[src/portc_pkg.sv]
/*
 * Constants and types shared by the port C pin function and direction block.
 * Assumes a single 100 MHz system clock and a simple strobe-based register port.
 */
`default_nettype none

package portc_pkg;

   localparam int PIN_COUNT = 16;
   localparam int ADDR_W = 4;
   localparam int DATA_W = 16;

   // Register indices on the register port
   localparam logic [3:0] OFS_DIRECTION = 4'h0;
   localparam logic [3:0] OFS_FUNCTION = 4'h1;
   localparam logic [3:0] OFS_EFFECTIVE = 4'h2;
   localparam logic [3:0] OFS_PIN_LEVEL = 4'h3;
   localparam logic [3:0] OFS_MODE = 4'h4;

   localparam logic [15:0] RST_DIRECTION = 16'h0000;
   localparam logic [15:0] RST_FUNCTION = 16'h0000;
   localparam logic [15:0] READ_UNMAPPED = 16'h0000;

   // Mode status fields
   localparam int MODE_SINGLE_BIT = 0;
   localparam int MODE_ROMINV_BIT = 1;
   localparam int MODE_HOLD_BIT = 2;

   // Strap capture waits for the two-stage synchroniser to fill
   localparam logic [1:0] STRAP_SETTLE = 2'd2;
   localparam logic [1:0] STRAP_DONE = 2'd3;

   typedef enum logic [1:0] {
      MODE_NORMAL = 2'b00,
      MODE_SINGLE = 2'b01,
      MODE_ROMINV = 2'b10
   } chip_mode_t;

   typedef struct packed {
      logic [3:0] addr;
      logic [15:0] wdata;
      logic wr;
      logic rd;
   } reg_req_t;

   typedef struct packed {
      logic level;
      logic enable;
      logic is_addr;
   } pin_drive_t;

endpackage : portc_pkg

`default_nettype wire

[src/port_c_pin_function_direction.sv]
/*
 * Port C pin function and direction control: two retained 16-bit registers,
 * mode override and per-pin drive of sixteen shared general/address pins.
 * Assumes RST_N_I is the external power-on reset only; manual reset, watchdog
 * reset, standby and sleep arrive as separate level inputs from the chip.
 */
`default_nettype none

module port_c_pin_function_direction
   import portc_pkg::*;
(
   input wire logic CLK_SYS_I,
   input wire logic RST_N_I,
   input wire logic [3:0] REG_ADDR_I,
   input wire logic [15:0] REG_WDATA_I,
   input wire logic REG_WR_I,
   input wire logic REG_RD_I,
   output logic [15:0] REG_RDATA_O,
   input wire logic MODE_SINGLE_CHIP_I,
   input wire logic MODE_ROM_INVALID_I,
   input wire logic MANUAL_RST_N_I,
   input wire logic WDT_RST_I,
   input wire logic STANDBY_I,
   input wire logic SLEEP_I,
   input wire logic [15:0] PORT_DATA_I,
   input wire logic [15:0] ADDR_LINE_I,
   input wire logic [15:0] PIN_I,
   output logic [15:0] PIN_O,
   output logic [15:0] PIN_OE_O,
   output logic [15:0] PIN_LEVEL_O,
   output logic [15:0] ADDR_SELECT_O
);

   reg_req_t req;
   logic [15:0] direction_ff;
   logic [15:0] function_ff;
   logic [15:0] rdata_ff;
   logic [15:0] nxt_rdata;
   logic [15:0] pin_o_ff;
   logic [15:0] pin_oe_ff;
   logic [15:0] addr_sel_ff;
   logic [15:0] nxt_pin_o;
   logic [15:0] nxt_pin_oe;
   logic [15:0] nxt_addr_sel;
   logic [15:0] pin_sync;
   logic [3:0] ctl_sync;
   logic manual_rst_n_sync;
   logic hold_active;
   logic [1:0] strap_wait_ff;
   logic [1:0] strap_sync;
   chip_mode_t mode_ff;
   logic single_chip;
   logic rom_invalid;
   pin_drive_t drive [PIN_COUNT];

   assign req.addr = REG_ADDR_I;
   assign req.wdata = REG_WDATA_I;
   assign req.wr = REG_WR_I;
   assign req.rd = REG_RD_I;

   // Pins and chip-level reset/low-power levels may come from outside the clock domain
   sync_two_stage #(
      .WIDTH(PIN_COUNT)
   ) u_pin_sync (
      .clk_i(CLK_SYS_I),
      .rst_n_i(RST_N_I),
      .async_i(PIN_I),
      .sync_o(pin_sync)
   );

   sync_two_stage #(
      .WIDTH(4)
   ) u_ctl_sync (
      .clk_i(CLK_SYS_I),
      .rst_n_i(RST_N_I),
      .async_i({~MANUAL_RST_N_I, WDT_RST_I, STANDBY_I, SLEEP_I}),
      .sync_o(ctl_sync)
   );

   // Straps are pins too, so they settle through two flops before use
   sync_two_stage #(
      .WIDTH(2)
   ) u_strap_sync (
      .clk_i(CLK_SYS_I),
      .rst_n_i(RST_N_I),
      .async_i({MODE_SINGLE_CHIP_I, MODE_ROM_INVALID_I}),
      .sync_o(strap_sync)
   );

   assign manual_rst_n_sync = ~ctl_sync[3];
   // Writes are frozen while the chip is held in a non-power-on reset or low power
   assign hold_active = ~manual_rst_n_sync | (|ctl_sync[2:0]);

   // Counts edges after power-on release until the strap synchroniser holds real levels
   always_ff @(posedge CLK_SYS_I or negedge RST_N_I) begin
      if (!RST_N_I) begin
         strap_wait_ff <= 2'd0;
      end else if (strap_wait_ff != STRAP_DONE) begin
         strap_wait_ff <= strap_wait_ff + 2'd1;
      end
   end

   // Mode pins are straps: caught once, on the third edge after power-on release
   always_ff @(posedge CLK_SYS_I or negedge RST_N_I) begin
      if (!RST_N_I) begin
         mode_ff <= MODE_NORMAL;
      end else if (strap_wait_ff == STRAP_SETTLE) begin
         if (strap_sync[1]) begin
            mode_ff <= MODE_SINGLE;
         end else if (strap_sync[0]) begin
            mode_ff <= MODE_ROMINV;
         end else begin
            mode_ff <= MODE_NORMAL;
         end
      end
   end

   always_comb begin
      case (mode_ff)
         MODE_NORMAL: begin
            single_chip = 1'b0;
            rom_invalid = 1'b0;
         end
         MODE_SINGLE: begin
            single_chip = 1'b1;
            rom_invalid = 1'b0;
         end
         MODE_ROMINV: begin
            single_chip = 1'b0;
            rom_invalid = 1'b1;
         end
         default: begin
            single_chip = 1'b0;
            rom_invalid = 1'b0;
         end
      endcase
   end

   always_ff @(posedge CLK_SYS_I or negedge RST_N_I) begin
      if (!RST_N_I) begin
         direction_ff <= RST_DIRECTION;
      end else if (req.wr && req.addr == OFS_DIRECTION && !hold_active) begin
         direction_ff <= req.wdata;
      end
   end

   always_ff @(posedge CLK_SYS_I or negedge RST_N_I) begin
      if (!RST_N_I) begin
         function_ff <= RST_FUNCTION;
      end else if (req.wr && req.addr == OFS_FUNCTION && !hold_active) begin
         function_ff <= req.wdata;
      end
   end

   genvar gi;
   generate
      for (gi = 0; gi < PIN_COUNT; gi++) begin : g_pin
         pin_function_cell u_cell (
            .dir_bit_i(direction_ff[gi]),
            .func_bit_i(function_ff[gi]),
            .single_chip_i(single_chip),
            .rom_invalid_i(rom_invalid),
            .port_data_i(PORT_DATA_I[gi]),
            .addr_line_i(ADDR_LINE_I[gi]),
            .drive_o(drive[gi])
         );
         assign nxt_pin_o[gi] = drive[gi].level;
         assign nxt_pin_oe[gi] = drive[gi].enable;
         assign nxt_addr_sel[gi] = drive[gi].is_addr;
      end
   endgenerate

   // Registered pin drive keeps outputs glitch free; costs one cycle of latency
   always_ff @(posedge CLK_SYS_I or negedge RST_N_I) begin
      if (!RST_N_I) begin
         pin_o_ff <= 16'h0000;
         pin_oe_ff <= 16'h0000;
         addr_sel_ff <= 16'h0000;
      end else begin
         pin_o_ff <= nxt_pin_o;
         pin_oe_ff <= nxt_pin_oe;
         addr_sel_ff <= nxt_addr_sel;
      end
   end

   always_comb begin
      case (req.addr)
         OFS_DIRECTION: nxt_rdata = direction_ff;
         OFS_FUNCTION: nxt_rdata = function_ff;
         OFS_EFFECTIVE: nxt_rdata = addr_sel_ff;
         OFS_PIN_LEVEL: nxt_rdata = pin_sync;
         OFS_MODE: begin
            nxt_rdata = 16'h0000;
            nxt_rdata[MODE_SINGLE_BIT] = single_chip;
            nxt_rdata[MODE_ROMINV_BIT] = rom_invalid;
            nxt_rdata[MODE_HOLD_BIT] = hold_active;
         end
         default: nxt_rdata = READ_UNMAPPED;
      endcase
   end

   // Read data stands only in the cycle after the strobe
   always_ff @(posedge CLK_SYS_I or negedge RST_N_I) begin
      if (!RST_N_I) begin
         rdata_ff <= 16'h0000;
      end else if (req.rd) begin
         rdata_ff <= nxt_rdata;
      end else begin
         rdata_ff <= 16'h0000;
      end
   end

   assign REG_RDATA_O = rdata_ff;
   assign PIN_O = pin_o_ff;
   assign PIN_OE_O = pin_oe_ff;
   assign PIN_LEVEL_O = pin_sync;
   assign ADDR_SELECT_O = addr_sel_ff;

endmodule : port_c_pin_function_direction

`default_nettype wire

[src/sync_two_stage.sv]
/*
 * Two flip-flop synchroniser for a bundle of levels.
 * Assumes the inputs are asynchronous to CLK_SYS_I and only levels matter.
 */
`default_nettype none

module sync_two_stage #(
   parameter int WIDTH = 16
) (
   input wire logic clk_i,
   input wire logic rst_n_i,
   input wire logic [WIDTH-1:0] async_i,
   output logic [WIDTH-1:0] sync_o
);

   logic [WIDTH-1:0] meta_ff;
   logic [WIDTH-1:0] sync_ff;

   // First stage feeds only the second stage
   always_ff @(posedge clk_i or negedge rst_n_i) begin
      if (!rst_n_i) begin
         meta_ff <= '0;
         sync_ff <= '0;
      end else begin
         meta_ff <= async_i;
         sync_ff <= meta_ff;
      end
   end

   assign sync_o = sync_ff;

endmodule : sync_two_stage

`default_nettype wire

[src/pin_function_cell.sv]
/*
 * Function and direction decision for one multiplexed port pin.
 * Assumes mode flags are already stable and registered by the caller.
 */
`default_nettype none

module pin_function_cell
   import portc_pkg::*;
(
   input wire logic dir_bit_i,
   input wire logic func_bit_i,
   input wire logic single_chip_i,
   input wire logic rom_invalid_i,
   input wire logic port_data_i,
   input wire logic addr_line_i,
   output pin_drive_t drive_o
);

   logic use_addr;

   always_comb begin
      if (single_chip_i) begin
         use_addr = 1'b0;
      end else if (rom_invalid_i) begin
         use_addr = 1'b1;
      end else begin
         use_addr = func_bit_i;
      end
   end

   always_comb begin
      drive_o.is_addr = use_addr;
      if (use_addr) begin
         drive_o.enable = 1'b1;
         drive_o.level = addr_line_i;
      end else begin
         drive_o.enable = dir_bit_i;
         drive_o.level = dir_bit_i & port_data_i;
      end
   end

endmodule : pin_function_cell

`default_nettype wire

[config.mk]
export PLATFORM = sky130hd
export DESIGN_NAME = port_c_pin_function_direction
export DESIGN_NICKNAME = d
export VERILOG_FILES = /design/src/portc_pkg.sv /design/src/port_c_pin_function_direction.sv /design/src/sync_two_stage.sv /design/src/pin_function_cell.sv
export SDC_FILE = /design/constraint.sdc
export NUM_CORES = 1
export LEC_CHECK = 0
export BUFFER_PORTS_ARGS = -buffer_cell sky130_fd_sc_hd__buf_2
export CAP_MARGIN = 20
export CORE_ASPECT_RATIO = 0.6
export CORE_MARGIN = 2
export CORE_UTILIZATION = 50
export DETAILED_ROUTE_END_ITERATION = 7
export PLACE_DENSITY = 0.84
export SYNTH_ARGS = -nofsm -noshare
export SYNTH_HDL_FRONTEND = slang
export SYNTH_SLANG_ARGS = --single-unit
[constraint.sdc]
create_clock -name CLK_SYS_I -period 2.5 [get_ports CLK_SYS_I]
set_clock_uncertainty 0.15 [all_clocks]
set_input_delay 0.25 -clock CLK_SYS_I [delete_from_list [all_inputs] [get_ports CLK_SYS_I]]
set_output_delay 0.25 -clock CLK_SYS_I [all_outputs]
set_load 0.02 [all_outputs]
Yosys cells after proc, flatten, opt, wreduce, memory -nomap -nowiden
Cells that the tools add are included.
{"block": "classes", "add_sub_neg": 1, "eq_ne": 8, "mux": 54, "bitwise_logic": 18, "n_reduce_logical": 7}
{"op": "$pmux 16 s5", "count": 1}
{"op": "$mux 2", "count": 18}
{"op": "$mux 1", "count": 34}
{"op": "$and 1x1->1", "count": 16}
{"op": "$mux 16", "count": 1}
{"op": "$eq 4x2->1 const B", "count": 2}
{"op": "$eq 2x2->1 const B", "count": 2}
{"op": "$eq 4x1->1 const B", "count": 1}
{"op": "$eq 4x3->1 const B", "count": 1}
{"op": "$logic_and 1x1->1", "count": 4}
{"op": "$logic_not 4->1", "count": 1}
{"op": "$reduce_or 3->1", "count": 1}
{"op": "$add 2x1->2 const B", "count": 1}
{"op": "$eq 2x1->1 const B", "count": 1}
{"op": "$ne 2x2->1 const B", "count": 1}
{"op": "$logic_not 1->1", "count": 1}
{"op": "$not 1->1", "count": 1}
{"op": "$or 1x1->1", "count": 1}
{"block": "word_totals", "register_bits": 144, "wordCells": 102}

Depth between registers and ports, before layout
{"block": "depth", "word_depth": 5, "mapped_depth": 5, "ltp_nobuf": 4}

Hierarchy
From an unflattened synthesis, not the netlist that was laid out.
{"block": "unflattened", "cells_unflattened": 376, "hier_area_um2": 5621.6}
{"module": "port_c_pin_function_direction", "n_inst": 1, "cells_per_inst": 220, "area_per_inst_um2": 3659.8}
{"module": "pin_function_cell", "n_inst": 16, "cells_per_inst": 7, "area_per_inst_um2": 53.8}
{"module": "sync_two_stage at u_pin_sync", "n_inst": 1, "cells_per_inst": 32, "area_per_inst_um2": 800.8}
{"module": "sync_two_stage at u_ctl_sync", "n_inst": 1, "cells_per_inst": 8, "area_per_inst_um2": 200.2}
{"module": "sync_two_stage at u_strap_sync", "n_inst": 1, "cells_per_inst": 4, "area_per_inst_um2": 100.1}

Least setup slack after synthesis
No wires, ideal clock.
{"block": "synth_timing", "kind": "register to register", "start": "register u_ctl_sync.sync_ff[1], in the netlist u_ctl_sync.sync_o[1]", "end": "register direction_ff[10]", "setup_ps": 125, "t_arrival_ps": 1408, "slack_ps": 817, "path_stages_with_launch": 5, "n_path_buf": 1, "period_less_slack_ps": 1683, "cell_sequence": "dfrtp_1 nor4_4 nand3_4 buf_6 mux2_4"}
{"block": "synth_between", "elab_chain_len": 4}
{"item": "start, declared", "line": "sync_two_stage.sv:17", "text": "logic [WIDTH-1:0] sync_ff;"}
{"item": "start signal, assigned", "line": "sync_two_stage.sv:26", "text": "sync_ff <= meta_ff;"}
{"item": "$reduce_or 3->1", "line": "port_c_pin_function_direction.sv:92", "text": "assign hold_active = ~manual_rst_n_sync | (|ctl_sync[2:0]);"}
{"item": "$or 1x1->1", "line": "port_c_pin_function_direction.sv:92"}
{"item": "$logic_not 1->1", "line": "port_c_pin_function_direction.sv:142", "text": "end else if (req.wr && req.addr == OFS_DIRECTION && !hold_active) begin"}
{"item": "$logic_and 1x1->1", "line": "port_c_pin_function_direction.sv:142"}
{"item": "end signal, assigned", "line": "port_c_pin_function_direction.sv:143", "text": "direction_ff <= req.wdata;"}
{"item": "end, declared", "line": "port_c_pin_function_direction.sv:35", "text": "logic [15:0] direction_ff;"}
Every way passes these cells.
A chain may end at the register's enable or synchronous reset.

==> results_dict.tcl <==
set metrics [dict create \
    drc 0 \
    cp.arrival_ns 2.49 \
    core_sq_um 10500 \
    dr_total_vias 3836 \
    drive_gt1_share_pct 41.9 \
    grt_pass1_vias 4249 \
    gp_congestion 0.778 \
    grtUsageTotal_pct 26.4 \
    routed_via_density 5.05 \
    start_util_pct 50.9 \
    cts.clk_slew.worst_paths_ns 0.06 \
    synth_edf_count 0 \
    synth_common_cells "144 x dfrtp_1, 35 x inv_1, 30 x mux2_2" \
    r2r_end "PIN_O[12]" \
    fp-row-count 29 \
    antenna_found_initial 0 \
    hp-class "in2reg" \
    maxCapViolCount 0 \
    synth_seq_cells 144 \
    synth.avg_cell_area_sq_um 14.6 \
    die_h_um 83.9 \
    peakVddDrop_v 0.000672 \
    num_io_pins 158 \
    relSlewSlack_pct 55.7 \
    p_per_area_nw_per_um2 751 \
    whs_ns 0.0847 \
    antenna_left 0 \
    crit_type "reg2reg" \
    routed_wl_um 14100 \
    portBuffers 157 \
    fill_cells 723 \
    fin_crit_ns 2.35 \
    fp.dieW_um 137 \
    yosysMostFrequentCell "dfrtp_1" \
    place_hpwl_um 8930 \
    synth_async_sr_flop_share_pct 100 \
    synth_area_leaders "dfrtp_1 68%, mux2_2 6.3%, mux2_4 5.6%" \
    p_leak_uw 0.00422 \
    tns_ns 0 \
    dp.cells 657 \
    rsz0062_at_grt "false" \
    status "completed" \
    critPathMaxFanout 9 \
    dieArea_sq_um 11500 \
    yosysWarnings 0 \
    wl_per_cell_um 18.5 \
    dr.pass1.iters 5 \
    cts_max_level 4 \
    cp-endpoint "PIN_O[12]" \
    reg2reg_depth 5 \
    crit_path_start "mode_ff[0]" \
    layout.nets 688 \
    hold_viol 0 \
    synth_cell_types 30 \
    numCtsBuffers 17 \
    grt_pass1_wl_um 22400 \
    worstSetupEndpointType "register" \
    numClockSinks 144 \
    slew_violations 0 \
    clockBufferDepth 2 \
    diodes 0 \
    r2r_start "mode_ff[0]" \
    cts_tree "done" \
    syn2layout_area_growth_pct 44.3 \
    synth_top_area_cell "dfrtp_1" \
    grt_max_degree 68 \
    post_cts_buffers 0 \
    drt_iter0_markers 191 \
    clock-root-buffer "clkbuf_16" \
    gr-total-overflow 0 \
    timing_worst_slew_pin_value_ns 0.655 \
    max_freq_mhz 425 \
    fin_util_pct 73.5 \
    syn_inst 365 \
    synth_top_area_share_pct 67.7 \
    synth_seq_area_share_pct 67.7 \
    syn_area_sq_um 5320 \
    syn-num-nets 445 \
    critPathLaunchType "register" \
    min_period_over_period_pct 94.2 \
    r2r_slack_ns 0.15 \
    finalNonFillerCells 760 \
    synth-main-ff-cell "dfrtp_1" \
    finalSetupViolCount 0 \
    clkLatencyLatePin_ns 0.41 \
    cp.required_ns 2.63 \
]
## worst max-delay path, stage by stage (launching register included)
cell and delay (ns):
dfrtp_1 0.42, nor2b_2 0.51, buf_4 0.29, a21oi_1 0.11
mux2i_1 0.16, dlygate4sd3_1 0.58
## flip-flops by register name (all words and copies together) (netlist names), 4 cells and up
name	cells
direction_ff	16
u_pin_sync.sync_o	16
function_ff	16
PIN_OE_O	16
u_pin_sync.meta_ff	16
u_ctl_sync.sync_o	4
ADDR_SELECT_O	16
REG_RDATA_O	16
u_ctl_sync.meta_ff	4
PIN_O	16
## logic make-up after synthesis
logic type / after synthesis / share of synthesized area (%)
xor+xnor: 1 / 0.165
compound gates: 39 / 5.08
simple gates: 65 / 7.78
flops: 144 / 67.7
fa+ha+maj: 2 / 0.470
buf+inv: 48 / 3.83
mux: 66 / 15.0
## layout by cell type, fill, tap and decap left out, drive strengths merged, types with 4 or more instances in the layout
cell and instances:
a21oi 18, a222oi 12, buf 166, bufinv 4, clkbuf 19, clkinv 4
dfrtp 144, dlygate4sd3 71, inv 37, mux2 50, mux2i 16, nand2 20
nand2b 18, nand3 4, nor2 13
## how the worst min path moves through the flow
stage,start,endpoint,cells past startpoint,slack [ns]
3_5_place_dp,RST_N_I,u_pin_sync.meta_ff[11],1,0.11
3_3_place_gp,RST_N_I,u_pin_sync.sync_o[1],1,0.1
5_1_grt,REG_ADDR_I[1],REG_RDATA_O[1],3,0.11
4_1_cts,REG_ADDR_I[1],REG_RDATA_O[1],3,0.08
2_1_floorplan,RST_N_I,ADDR_SELECT_O[0],0,-0.20
6_report,REG_ADDR_I[1],REG_RDATA_O[1],3,0.08
## power breakdown
part	total (uW)	switching, uW	leakage [uW]	internal, uW
combinational	560	301	0.00205	260
sequential	2510	67.2	0.00186	2450
clock	2690	968	0.000306	1730
total	5770	1340	0.00422	4430
## metrics by stage
| step | power, uW | instance area (sq um) | setup WS, ns |
|---|---|---|---|
| final | 5770 | 7680 | 0.146 |
| after global routing | 5970 | 7680 | 0.0810 |
| after CTS | 5780 | 7670 | 0.0567 |
| after detailed placement | 3020 | 6320 | 0.542 |
| after global placement | 3000 | 6320 | 0.616 |
| after floorplan | 2770 | 5320 | 0.817 |
## metal layers
layer / wire (um) / GRT usage (%) / up-vias
met5: 0 / 0 / -
met4: 241 / 9.37 / 0
met3: 1010 / 8.01 / 19
met2: 7040 / 43.8 / 153
met1: 5770 / 33.0 / 1931
li1: - / - / 1733
## cell type report
class / instances / area, sq um / share of cell area, %
well taps: 139 / 174 / 2.26
clock buffers: 19 / 453 / 5.90
flip-flops and latches: 144 / 3600 / 46.9
multi-input cells: 173 / 1550 / 20.2
repair buffers: 237 / 1580 / 20.6
inverters: 35 / 131 / 1.71
clock inverters: 13 / 184 / 2.39
## what timing repair did
action | CTS | global route
endpoints found under the hold margin | 128 | 0
gates resized for setup | 0 | 3
setup endpoints to repair | 0 | 16
hold buffers | 71 | 0
Note: power is estimated with default switching activity, not from simulation.
